===== src/design/psq_pkg.sv =====
package psq_pkg;

  // Clock rate and documented slot times
  localparam int CLK_MHZ = 100;
  localparam int SLOT_B_LV_MS = 6;
  localparam int SLOT_B_HV_MS = 10;
  localparam int CFG_LOAD_US = 2300;
  localparam int SLOT_DEF_US = 1000;
  localparam int STRETCH_SH = 3;
  localparam int STRETCH = 1 << STRETCH_SH;

  // Derived cycle counts; milliseconds kept apart so products stay small
  localparam int SLOT_B_LV_CYC = SLOT_B_LV_MS * 1000 * CLK_MHZ;
  localparam int SLOT_B_HV_CYC = SLOT_B_HV_MS * 1000 * CLK_MHZ;
  localparam int CFG_LOAD_CYC = CFG_LOAD_US * CLK_MHZ;
  localparam int SLOT_DEF_CYC = SLOT_DEF_US * CLK_MHZ;

  // Enable vector layout
  localparam int RAIL_SW1 = 0;
  localparam int RAIL_SW2 = 1;
  localparam int RAIL_SW3 = 2;
  localparam int RAIL_SDREG = 3;
  localparam int RAIL_REG_B = 4;
  localparam int RAIL_REG_C = 5;
  localparam int RAIL_REG_D = 6;
  localparam int SEQ_GPO = 7;
  localparam int NUM_RAILS = 7;
  localparam int NUM_EN = 8;

  // Spare output bits as written over the serial port
  localparam int SPARE_A = 0;
  localparam int SPARE_B = 1;
  localparam int SPARE_IO = 2;
  localparam int NUM_SPARE = 3;

  // Slot plan
  typedef logic [1:0] psq_slot_t;
  localparam psq_slot_t SLOT_FIRST = 2'h0;
  localparam psq_slot_t SLOT_GPO = 2'h1;
  localparam psq_slot_t SLOT_LAST = 2'h3;
  localparam logic [NUM_EN-1:0] MASK_HV [0:3] = '{8'h02, 8'h80, 8'h28, 8'h55};
  localparam logic [NUM_EN-1:0] MASK_LV [0:3] = '{8'h22, 8'h80, 8'h48, 8'h15};

  // Reset values
  localparam logic [NUM_EN-1:0] EN_RST = 8'h00;
  localparam logic [NUM_SPARE-1:0] SPARE_RST = 3'h0;
  localparam logic SD_SEL_RST = 1'b1;

  // Synchronised pin positions
  localparam int PIN_SUPPLY = 0;
  localparam int PIN_ONREQ = 1;
  localparam int PIN_SDSEL = 2;
  localparam int PIN_DISCH = 3;
  localparam int NUM_PINS = 4;

  typedef enum logic [1:0] {
    ONREQ_LEVEL = 2'b00,
    ONREQ_BUTTON = 2'b01,
    ONREQ_VSENSE = 2'b10
  } psq_onreq_e;

  typedef enum logic [2:0] {
    ST_IDLE = 3'b000,
    ST_INIT = 3'b001,
    ST_UP = 3'b010,
    ST_ACTIVE = 3'b011,
    ST_RSTA = 3'b100,
    ST_DOWN = 3'b101
  } psq_state_e;

endpackage


===== src/design/psq_timer_if.sv =====
interface psq_timer_if #(
  parameter int CNT_W = 32
);
  logic start;
  logic [CNT_W-1:0] base_cyc;
  logic [CNT_W-1:0] limit_cyc;
  logic base_done;
  logic limit_done;

  modport ctl (output start, output base_cyc, output limit_cyc, input base_done, input limit_done);
  modport tmr (input start, input base_cyc, input limit_cyc, output base_done, output limit_done);
endinterface


===== src/design/psq_slot_timer.sv =====
module psq_slot_timer #(
  parameter int CNT_W = 32
) (
  // Clock and reset
  input wire logic sys_clk_in,
  input wire logic sys_rst_in,
  // Controller side
  psq_timer_if.tmr tmr_if
);

  logic [CNT_W-1:0] cnt_r;
  logic [CNT_W-1:0] base_r;
  logic [CNT_W-1:0] limit_r;

  // Start loads one so that a slot of N cycles ends on its Nth cycle
  always_ff @(posedge sys_clk_in or posedge sys_rst_in) begin
    if (sys_rst_in) begin
      cnt_r <= '0;
    end else if (tmr_if.start) begin
      cnt_r <= {{(CNT_W-1){1'b0}}, 1'b1};
    end else if (cnt_r != '1) begin
      cnt_r <= cnt_r + 1'b1; // Saturates, never wraps to a false done
    end
  end

  // Thresholds held for the whole slot
  always_ff @(posedge sys_clk_in or posedge sys_rst_in) begin
    if (sys_rst_in) begin
      base_r <= '1;
      limit_r <= '1;
    end else if (tmr_if.start) begin
      base_r <= tmr_if.base_cyc;
      limit_r <= tmr_if.limit_cyc;
    end
  end

  assign tmr_if.base_done = (cnt_r >= base_r);
  assign tmr_if.limit_done = (cnt_r >= limit_r);

endmodule // psq_slot_timer


===== src/design/psq_power_slot_sequencer.sv =====
// Function
// - Low-voltage variant drives general_output_b through the second slot, lasting 6 ms.
// - Next power-up slot starts only after the current slot's full duration.
// - 5 V variant drives general_output_a in the second slot, 10 ms, before slot three.
// - In bypass, select pin high gives 3.3 V, low gives 1.8 V.
// - A serial write can also switch the SD regulator voltage.
// - Spare outputs stay off until power-up completes, then serial writes may enable them.
// - With first-supply detect, the first power-up starts on supply even under an off request.
// - First power-up with first-supply detect treats the pin as a valid on request.
// - First-supply detect works with level, push-button and voltage-sense pin modes.
// - First power-up with first-supply detect skips the configuration-load delay.
// - 5 V variant enables the 3.3 V second switcher in the earliest slot.
// - Power-down slots may stretch up to eight times while outputs discharge.
module psq_power_slot_sequencer #(
  parameter int CNT_W = 32,
  parameter int unsigned SLOT_B_LV_CYC = psq_pkg::SLOT_B_LV_CYC,
  parameter int unsigned SLOT_B_HV_CYC = psq_pkg::SLOT_B_HV_CYC,
  parameter int unsigned CFG_LOAD_CYC = psq_pkg::CFG_LOAD_CYC,
  parameter int unsigned SLOT_DEF_CYC = psq_pkg::SLOT_DEF_CYC
) (
  // Clock and reset
  input wire logic sys_clk_in,
  input wire logic sys_rst_in,
  // Asynchronous pins
  input wire logic supply_present_in,
  input wire logic on_request_pin_in,
  input wire logic sd_voltage_select_in,
  input wire logic outputs_discharged_in,
  // Configuration straps
  input wire logic variant_hv_in,
  input wire logic first_supply_detect_in,
  input wire logic [1:0] on_request_mode_in,
  input wire logic sd_bypass_mode_in,
  // Serial port writes
  input wire logic i2c_sd_wr_in,
  input wire logic i2c_sd_3v3_in,
  input wire logic i2c_spare_wr_in,
  input wire logic [psq_pkg::NUM_SPARE-1:0] i2c_spare_data_in,
  // Rail and pin outputs
  output logic [psq_pkg::NUM_RAILS-1:0] rail_en_out,
  output logic general_output_a_out,
  output logic general_output_b_out,
  output logic general_io_out,
  output logic sd_3v3_sel_out,
  // Processor reset and status
  output logic processor_power_on_reset_n_out,
  output logic processor_reset_out_n_out,
  output logic seq_done_out,
  output logic [2:0] state_out
);

  // Counts must be nonzero and survive the power-down stretch
  if (CNT_W < 8 || CNT_W > 32) begin : g_w_chk
    $error("CNT_W out of range");
  end
  if (SLOT_B_LV_CYC < 1 || SLOT_B_HV_CYC < 1 || CFG_LOAD_CYC < 1 || SLOT_DEF_CYC < 1) begin : g_c_chk
    $error("slot counts must be at least one");
  end
  if ((longint'(SLOT_B_HV_CYC) << psq_pkg::STRETCH_SH) >= (longint'(1) << CNT_W) ||
      (longint'(SLOT_B_LV_CYC) << psq_pkg::STRETCH_SH) >= (longint'(1) << CNT_W) ||
      (longint'(SLOT_DEF_CYC) << psq_pkg::STRETCH_SH) >= (longint'(1) << CNT_W) ||
      longint'(CFG_LOAD_CYC) >= (longint'(1) << CNT_W)) begin : g_s_chk
    $error("CNT_W too narrow for stretched slots");
  end

  localparam logic [CNT_W-1:0] LV_CYC = CNT_W'(SLOT_B_LV_CYC);
  localparam logic [CNT_W-1:0] HV_CYC = CNT_W'(SLOT_B_HV_CYC);
  localparam logic [CNT_W-1:0] LOAD_CYC = CNT_W'(CFG_LOAD_CYC);
  localparam logic [CNT_W-1:0] DEF_CYC = CNT_W'(SLOT_DEF_CYC);

  psq_pkg::psq_state_e state_r, state_nxt;
  psq_pkg::psq_slot_t slot_r, slot_nxt;
  logic go;
  logic [CNT_W-1:0] base_c;
  logic [psq_pkg::NUM_PINS-1:0] pin_raw, meta_r, sync_r;
  logic on_pin_d_r, sd_pin_d_r;
  logic cfg_hv_r, cfg_fsd_r, cfg_bypass_r;
  logic [1:0] cfg_mode_r;
  logic first_r, pb_on_r, rel_r, sd_sel_r;
  logic [psq_pkg::NUM_EN-1:0] en_r;
  logic [psq_pkg::NUM_SPARE-1:0] spare_r;
  logic supply_s, press, fsd_force, pin_on, want_on, disch_s;

  psq_timer_if #(.CNT_W(CNT_W)) tmr_if ();

  psq_slot_timer #(.CNT_W(CNT_W)) u_timer (
    .sys_clk_in(sys_clk_in),
    .sys_rst_in(sys_rst_in),
    .tmr_if(tmr_if)
  );

  // Slot duration; only the general-output slot differs per variant
  function automatic logic [CNT_W-1:0] slot_dur(input psq_pkg::psq_slot_t s, input logic hv);
    slot_dur = (s == psq_pkg::SLOT_GPO) ? (hv ? HV_CYC : LV_CYC) : DEF_CYC;
  endfunction

  function automatic logic [psq_pkg::NUM_EN-1:0] slot_mask(input psq_pkg::psq_slot_t s,
                                                           input logic hv);
    slot_mask = hv ? psq_pkg::MASK_HV[s] : psq_pkg::MASK_LV[s];
  endfunction

  // Two-flop synchronisers, one per pin
  assign pin_raw = {outputs_discharged_in, sd_voltage_select_in, on_request_pin_in,
                    supply_present_in};
  for (genvar i = 0; i < psq_pkg::NUM_PINS; i++) begin : g_sync
    always_ff @(posedge sys_clk_in or posedge sys_rst_in) begin
      if (sys_rst_in) begin
        meta_r[i] <= 1'b0;
        sync_r[i] <= 1'b0;
      end else begin
        meta_r[i] <= pin_raw[i];
        sync_r[i] <= meta_r[i];
      end
    end
  end

  // Delayed copies for edge detection, read only from the second stage
  always_ff @(posedge sys_clk_in or posedge sys_rst_in) begin
    if (sys_rst_in) begin
      on_pin_d_r <= 1'b0;
      sd_pin_d_r <= 1'b0;
    end else begin
      on_pin_d_r <= sync_r[psq_pkg::PIN_ONREQ];
      sd_pin_d_r <= sync_r[psq_pkg::PIN_SDSEL];
    end
  end

  // Straps are caught while idle, so a change mid-sequence cannot tear the plan
  always_ff @(posedge sys_clk_in or posedge sys_rst_in) begin
    if (sys_rst_in) begin
      cfg_hv_r <= 1'b0;
      cfg_fsd_r <= 1'b0;
      cfg_bypass_r <= 1'b0;
      cfg_mode_r <= psq_pkg::ONREQ_LEVEL;
    end else if (state_r == psq_pkg::ST_IDLE) begin
      cfg_hv_r <= variant_hv_in;
      cfg_fsd_r <= first_supply_detect_in;
      cfg_bypass_r <= sd_bypass_mode_in;
      cfg_mode_r <= on_request_mode_in;
    end
  end

  // On-request decode; the forced request is independent of pin mode
  assign supply_s = sync_r[psq_pkg::PIN_SUPPLY];
  assign disch_s = sync_r[psq_pkg::PIN_DISCH];
  assign press = on_pin_d_r & ~sync_r[psq_pkg::PIN_ONREQ];
  assign fsd_force = cfg_fsd_r & first_r;
  assign pin_on = (cfg_mode_r == psq_pkg::ONREQ_BUTTON) ? pb_on_r : sync_r[psq_pkg::PIN_ONREQ];
  assign want_on = supply_s & (fsd_force | pin_on);

  // Push-button latch: each press toggles the request
  always_ff @(posedge sys_clk_in or posedge sys_rst_in) begin
    if (sys_rst_in) begin
      pb_on_r <= 1'b0;
    end else if (!supply_s) begin
      pb_on_r <= 1'b0;
    end else if (press) begin
      pb_on_r <= ~pb_on_r;
    end else if (fsd_force) begin
      pb_on_r <= 1'b1;
    end
  end

  // First power-up flag, dropped once the sequence completes
  always_ff @(posedge sys_clk_in or posedge sys_rst_in) begin
    if (sys_rst_in) begin
      first_r <= 1'b1;
    end else if (go && state_nxt == psq_pkg::ST_ACTIVE) begin
      first_r <= 1'b0;
    end
  end

  // Sequencer next state; go restarts the slot timer
  always_comb begin
    state_nxt = state_r;
    slot_nxt = slot_r;
    go = 1'b0;
    base_c = DEF_CYC;
    case (state_r)
      psq_pkg::ST_IDLE: begin
        if (want_on) begin
          go = 1'b1;
          if (fsd_force) begin
            state_nxt = psq_pkg::ST_UP;
            slot_nxt = psq_pkg::SLOT_FIRST;
            base_c = slot_dur(psq_pkg::SLOT_FIRST, cfg_hv_r);
          end else begin
            state_nxt = psq_pkg::ST_INIT;
            base_c = LOAD_CYC;
          end
        end
      end
      psq_pkg::ST_INIT: begin
        if (!want_on) begin
          state_nxt = psq_pkg::ST_IDLE;
        end else if (tmr_if.base_done) begin
          go = 1'b1;
          state_nxt = psq_pkg::ST_UP;
          slot_nxt = psq_pkg::SLOT_FIRST;
          base_c = slot_dur(psq_pkg::SLOT_FIRST, cfg_hv_r);
        end
      end
      psq_pkg::ST_UP: begin
        if (!want_on) begin
          go = 1'b1;
          state_nxt = psq_pkg::ST_RSTA;
        end else if (tmr_if.base_done) begin
          go = 1'b1;
          if (slot_r == psq_pkg::SLOT_LAST) begin
            state_nxt = psq_pkg::ST_ACTIVE;
          end else begin
            slot_nxt = slot_r + 2'h1;
            base_c = slot_dur(slot_nxt, cfg_hv_r);
          end
        end
      end
      psq_pkg::ST_ACTIVE: begin
        if (!want_on) begin
          go = 1'b1;
          state_nxt = psq_pkg::ST_RSTA;
        end
      end
      psq_pkg::ST_RSTA: begin
        if (tmr_if.base_done) begin
          go = 1'b1;
          state_nxt = psq_pkg::ST_DOWN;
          base_c = slot_dur(slot_r, cfg_hv_r);
        end
      end
      psq_pkg::ST_DOWN: begin
        // Configured time first, then discharge or the stretch limit
        if (tmr_if.base_done && (disch_s || tmr_if.limit_done)) begin
          if (slot_r == psq_pkg::SLOT_FIRST) begin
            state_nxt = psq_pkg::ST_IDLE;
          end else begin
            go = 1'b1;
            slot_nxt = slot_r - 2'h1;
            base_c = slot_dur(slot_nxt, cfg_hv_r);
          end
        end
      end
      default: begin
        state_nxt = psq_pkg::ST_IDLE;
      end
    endcase
  end

  assign tmr_if.start = go;
  assign tmr_if.base_cyc = base_c;
  assign tmr_if.limit_cyc = base_c << psq_pkg::STRETCH_SH;

  // State and slot registers
  always_ff @(posedge sys_clk_in or posedge sys_rst_in) begin
    if (sys_rst_in) begin
      state_r <= psq_pkg::ST_IDLE;
      slot_r <= psq_pkg::SLOT_FIRST;
    end else begin
      state_r <= state_nxt;
      slot_r <= slot_nxt;
    end
  end

  // Enables: a slot's group turns on at slot entry, off at its down slot
  always_ff @(posedge sys_clk_in or posedge sys_rst_in) begin
    if (sys_rst_in) begin
      en_r <= psq_pkg::EN_RST;
    end else if (go && state_nxt == psq_pkg::ST_UP) begin
      en_r <= en_r | slot_mask(slot_nxt, cfg_hv_r);
    end else if (go && state_nxt == psq_pkg::ST_DOWN) begin
      en_r <= en_r & ~slot_mask(slot_nxt, cfg_hv_r);
    end
  end

  // Processor resets released only in the active state
  always_ff @(posedge sys_clk_in or posedge sys_rst_in) begin
    if (sys_rst_in) begin
      rel_r <= 1'b0;
    end else begin
      rel_r <= (state_nxt == psq_pkg::ST_ACTIVE);
    end
  end

  // Spare outputs; cleared whenever the sequence is not complete
  always_ff @(posedge sys_clk_in or posedge sys_rst_in) begin
    if (sys_rst_in) begin
      spare_r <= psq_pkg::SPARE_RST;
    end else if (state_nxt != psq_pkg::ST_ACTIVE) begin
      spare_r <= psq_pkg::SPARE_RST;
    end else if (i2c_spare_wr_in && rel_r) begin
      spare_r <= i2c_spare_data_in;
    end
  end

  // SD voltage: serial write beats a pin edge in the same cycle
  always_ff @(posedge sys_clk_in or posedge sys_rst_in) begin
    if (sys_rst_in) begin
      sd_sel_r <= psq_pkg::SD_SEL_RST;
    end else if (!cfg_bypass_r) begin
      sd_sel_r <= psq_pkg::SD_SEL_RST;
    end else if (i2c_sd_wr_in) begin
      sd_sel_r <= i2c_sd_3v3_in;
    end else if (sd_pin_d_r != sync_r[psq_pkg::PIN_SDSEL] || state_r == psq_pkg::ST_IDLE) begin
      sd_sel_r <= sync_r[psq_pkg::PIN_SDSEL];
    end
  end

  // Sequence-owned pin depends on variant; the other stays spare
  assign rail_en_out = en_r[psq_pkg::NUM_RAILS-1:0];
  assign general_output_a_out = cfg_hv_r ? en_r[psq_pkg::SEQ_GPO] : spare_r[psq_pkg::SPARE_A];
  assign general_output_b_out = cfg_hv_r ? spare_r[psq_pkg::SPARE_B] : en_r[psq_pkg::SEQ_GPO];
  assign general_io_out = spare_r[psq_pkg::SPARE_IO];
  assign sd_3v3_sel_out = sd_sel_r;
  assign processor_power_on_reset_n_out = rel_r;
  assign processor_reset_out_n_out = rel_r;
  assign seq_done_out = rel_r;
  assign state_out = state_r;
endmodule // psq_power_slot_sequencer


===== config.mk =====
export PLATFORM = sky130hd
export DESIGN_NAME = psq_power_slot_sequencer
export DESIGN_NICKNAME = d
export VERILOG_FILES = /design/src/design/psq_pkg.sv /design/src/design/psq_timer_if.sv /design/src/design/psq_slot_timer.sv /design/src/design/psq_power_slot_sequencer.sv
export SDC_FILE = /design/constraint.sdc
export NUM_CORES = 1
export LEC_CHECK = 0
export CAP_MARGIN = 10
export CORE_MARGIN = 2
export CORE_UTILIZATION = 40
export CTS_BUF_LIST = sky130_fd_sc_hd__clkbuf_4 sky130_fd_sc_hd__clkbuf_8 sky130_fd_sc_hd__clkbuf_16
export CTS_CLUSTER_DIAMETER = 200
export CTS_CLUSTER_SIZE = 16
export DETAILED_ROUTE_END_ITERATION = 10
export DONT_BUFFER_PORTS = 1
export GPL_TIMING_DRIVEN = 0
export SYNTH_ARGS = -nofsm -noshare
export SYNTH_HDL_FRONTEND = slang
export SYNTH_SLANG_ARGS = --single-unit

===== constraint.sdc =====
create_clock -name sys_clk_in -period 4.4 [get_ports sys_clk_in]
set_input_delay 0.66 -clock sys_clk_in [delete_from_list [all_inputs] [get_ports sys_clk_in]]
set_output_delay 0.66 -clock sys_clk_in [all_outputs]
set_load 0.005 [all_outputs]

* Word level (Yosys, flattened, before mapping)
Index checks and enable logic that the tools add are counted.
** Storage, ports and cells
- Bits in registers :: 131
- Input port bits :: 17
- Logic and storage cells :: 136
** Operators by class
- Add/sub/neg operators :: 3
- Order comparisons :: 3
- Equality and inequality tests :: 18
- Muxes and demuxes :: 65
- Bitwise operators :: 10
- Reductions and logical operators :: 12
** Operators with widths (number)
- $mux 32 :: 8
- $pmux 32 s4 :: 1
- $ge 32x32->1 :: 2
- $mux 20 :: 3
- $mux 8 :: 7
- $mux 18 :: 2
- $mux 3 :: 12
- $add 32x1->32 const B :: 1
- $bmux 8 s2 :: 2
- $ne 32x32->1 const B :: 1
- $mux 2 :: 10
- $mux 19 :: 1
- $pmux 3 s6 :: 1
- $mux 1 :: 16
- $eq 3x2->1 const B :: 4
- $eq 3x3->1 const B :: 3
- $and 8x8->8 :: 1
- $eq 2x1->1 const B :: 4
- $not 8->8 :: 1
- $or 8x8->8 :: 1
- $pmux 2 s4 :: 1
- $ne 3x2->1 const B :: 2
- $pmux 1 s6 :: 1
- $reduce_bool 2->1 :: 3
- other kinds (15) :: 23

* Logic depth before layout (Yosys ltp)
- Depth after elaboration :: 15
- Mapped depth :: 12
- Mapped depth without buffers :: 12

* Modules after synthesis
A second synthesis with hierarchy kept.
** Unflattened totals
- Cells, all modules :: 800
- Area total of the unflattened synthesis :: 7433.4 sq um
** By module, submodules not included
- psq_slot_timer :: times used 1, cells an instance 618, area an instance 5672.9 sq um, sequential area each 2482.4 sq um
- psq_power_slot_sequencer :: times used 1, cells an instance 182, area an instance 1760.4 sq um, sequential area each 828.3 sq um

* Worst setup path after synthesis
No wires, ideal clock.
- Path kind :: reg2reg
- From :: reg u_timer.base_r[30]
- To :: reg (tool-made name)
- Arrival :: 3099 ps
- Required time :: 4276 ps
- Slack :: 1177 ps
- Stages on the path, launching flop included :: 12
- Buffers on the path :: 0
- Period minus slack after synthesis :: 3223 ps
- Path through :: dfstp_2 inv_1 ha_1 and4_4 nand4_4 or3_4 a31oi_4 o31ai_2 o31a_1 or3_4 a211oi_2 o2bb2ai_1
** RTL lines
- start: declaration :: line psq_slot_timer.sv:12 : logic [CNT_W-1:0] base_r;
- start signal: assignment :: line psq_slot_timer.sv:32 : base_r <= tmr_if.base_cyc;

==> run_results.csv <==
group,metric,value,unit
run_status,status,"finished, violations left",
run_status,violations,"DRC",
route,wirelength,10400,um
layout,finalNetCount,584,
synthesis,avgSynthCellArea,9.33,um^2
route,dr.pass1.iters,8,
power_and_ir_drop,p_comb_frac,0.272,
worst_setup_path,endpoint_kind,"register",
timing,slew_viol_final,0,
synthesis,yosysTopAreaCell,"dfrtp_1",
power_and_ir_drop,pwr-share-clk,0.332,
clock_network,post_cts_buffers,0,
placement,finalWeightedCongestion,0.897,
global_routing,grt_use_total,0.173,
worst_setup_path,cp_slowest_stage_delay,670,ps
worst_setup_path,crit_chain,"inv_1, ha_1, a21o_1, a221o_1, a221oi_2, o21ai_2, nor2_2, o211ai_1, o211ai_1, nand2b_1, o22ai_1",
worst_hold_path,hold_path_class,"primary input to async pin",
floorplanning,initial_utilization,0.412,
synthesis,ys_seq_area_frac,0.394,
synthesis,ys_top_cells_by_area,"dfrtp_1 (33%), ha_1 (12%), dfstp_2 (6.1%)",
route,drc,2,
clock_network,cts_resized,0,
global_routing,grt_antenna_before_repair,0,
route,viasPerCell,5.54,
worst_setup_path,reg2reg_from,"u_timer.base_r[30]$_DFFE_PP1P_",
clock_network,clock_latency,340,ps
clock_network,clkTransAtPathRegs,70,ps
clock_network,ctsHoldBuffers,0,
layout,layout-drive-gt1-share,0.126,
timing,finalCritPeriodShare,0.885,
timing,hold_viol,0,
timing,skew,6.71,ps
power_and_ir_drop,p_leak,2.31,nW
timing,setup_viol,0,
worst_setup_path,r2r_cells,11,
timing,min_period,3900,ps
power_and_ir_drop,total_power,2.19,mW
floorplanning,io_pins,34,
floorplanning,dieArea,0.0127,mm^2
synthesis,synth_area,0.00474,mm^2
power_and_ir_drop,powerDensity,418,mW/mm^2
route,wl_per_cell,15.5,um
layout,fill_cells,1099,
route,vias,3700,
synthesis,synth-edff-count,0,
clock_network,cts_made_buffers,9,
power_and_ir_drop,p_sw_frac,0.354,
clock_network,cts_buffer_depth,2,
clock_network,numClockSinks,74,
global_routing,grt_max_degree,42,
global_routing,gr-total-overflow,0,
worst_setup_path,worstPathArrival,4110,ps
floorplanning,fp-row-count,39,
global_routing,grt_pass1_vias,3593,
floorplanning,die_h,113,um
flow_run,cap_violations,0,
floorplanning,die_w,113,um
power_and_ir_drop,intPower,1.41,mW
placement,port_buffers,0,
synthesis,yosys_warnings,0,
synthesis,synth_flop_cell,"dfrtp_1",
clock_network,h-tree-depth,3,
power_and_ir_drop,p_seq_frac,0.396,
worst_setup_path,crit_top_cell,"o211ai_1",
synthesis,async_flop_share,1.00,
global_routing,grt_pass1_wl,17800,um
synthesis,synth-seq-cells,74,
layout,area_delta_synth_final,10.4,%
power_and_ir_drop,p_sw,774,uW
synthesis,yosysTopAreaCellShare,0.333,
placement,hpwl,7620,um
worst_setup_path,critPathKind,"register to register",
clock_network,ctsRootBufferMaster,"clkbuf_16",
timing,relSlewSlack,0.382,
route,drtIter0Drc,253,
synthesis,synth_nets,572,
floorplanning,coreArea,0.0115,mm^2
timing,worst_pin_slew,926,ps
clock_network,cts_tree,"built",
layout,fin_util,0.454,
timing,fin_tns_setup,0,ps
synthesis,ys_types,66,
synthesis,yosysMostFrequentCell,"dfrtp_1",
worst_setup_path,worstSetupStartpointType,"register",
layout,diodes,0,
worst_setup_path,cp_max_fo,23,
worst_setup_path,cp-startpoint,"u_timer.base_r[30]$_DFFE_PP1P_",
worst_setup_path,worst_path_max_delay_cell,"inv_1",
worst_setup_path,required,4620,ps
timing,fmax,257,MHz
timing,rsz0062_at_grt,"no",
route,ant_nets,0,
synthesis,synthCells,508,
power_and_ir_drop,ir_drop,0.244,mV
synthesis,ys_top_cells_by_count,"dfrtp_1 (63), nor2_1 (55), nand2_1 (51), ha_1 (47), a21oi_1 (34)",
-- power groups by stage --
stage | Combinational (mW) | Sequential (mW) | Clock, mW
after global routing | 0.682 | 0.878 | 0.769
after CTS | 0.599 | 0.865 | 0.748
final | 0.595 | 0.865 | 0.726
after detailed placement | 0.595 | 0.878 | 0
after floorplan | 0.455 | 0.856 | 0
after global placement | 0.578 | 0.873 | 0
-- layout make-up --
| type | count | area, um^2 | share of cell area |
|---|---|---|---|
| plain buffers | 21 | 130 | 0.0249 |
| clock buffers | 9 | 225 | 0.0430 |
| clock inverters | 7 | 65.1 | 0.0124 |
| inverters | 25 | 96.3 | 0.0184 |
| multi-input cells | 388 | 2650 | 0.507 |
| flip-flops and latches | 74 | 1870 | 0.357 |
| well taps | 143 | 179 | 0.0342 |
| repair buffers | 1 | 20.0 | 0.00383 |
-- cell families (layout without fill, tap and decap cells) --
kind of cell    after synthesis  count (layout)  share of synthesized area
compound gates              109             109                      0.156
xor+xnor                     28              28                     0.0517
fa+ha+maj                    47              47                      0.124
buf+inv                      46              63                     0.0472
flops                        74              74                      0.394
mux                           6               6                     0.0132
simple gates                198             198                      0.214
-- critical path: cells and delay by family, from the launching register on --
kind	cells	cell delay (ps)
AO/OA/AOI/OAI	7	1780
flip-flops	1	370
buffers and inverters	1	670
adder cells (fa/ha/maj)	1	410
AND/OR/NAND/NOR	2	530
-- final timing paths --
kind / end / slack (ps)
min reg2reg: sync_r[2]$_DFF_PP0_ / 350
max: register / 500
min in group sys_clk_in: meta_r[2]$_DFF_PP0_ / 340
max in group asynchronous: u_timer.base_r[18]$_DFFE_PP1P_ / 3560
min: u_timer.cnt_r[6]$_DFFE_PP0P_ / 210
max reg2reg: register / 500
-- placed cells by master, fill, tap and decap left out, types with 5 or more instances in the layout --
master / count
and3_1: 6
buf_4: 9
dfrtp_1: 63
nand2_1: 51
nor3_1: 10
ha_1: 47
a21oi_1: 34
o211ai_1: 5
o21ai_1: 6
nand4_1: 13
xnor2_1: 11
nand3_1: 24
clkbuf_16: 9
dfstp_2: 11
clkbuf_1: 8
inv_1: 23
nor2_1: 55
o31a_1: 5
o21ai_0: 18
or3_1: 6
nor2b_1: 5
xor2_1: 17
nand2b_1: 6
-- registers in the layout, summed over array words and instances, names as in the netlist, 2 cells and up, named ones only --
signal and flops:
state_out 3, sync_r 2, spare_r 3, slot_r 2, meta_r 4, u_timer.base_r 9
cfg_mode_r 2, u_timer.cnt_r 32
-- routing by layer --
| metal | share of wire | track usage | vias up |
|---|---|---|---|
| li1 | - | - | 1832 |
| met1 | 0.52 | 0.252 | 1797 |
| met2 | 0.43 | 0.261 | 61 |
| met3 | 0.039 | 0.0407 | 10 |
| met4 | 0.011 | 0.0431 | 0 |
| met5 | 0 | 0 | - |
-- through the flow --
stage	worst slack (ps)	area (um^2)	hold slack, ps	std cells
after floorplan	1180	4740	331	508
after global placement	578	4920	332	651
after detailed placement	506	4940	339	652
after CTS	508	5230	217	668
after global routing	288	5230	239	668
final	504	5230	211	668
Power figures use the tool's default switching activity.
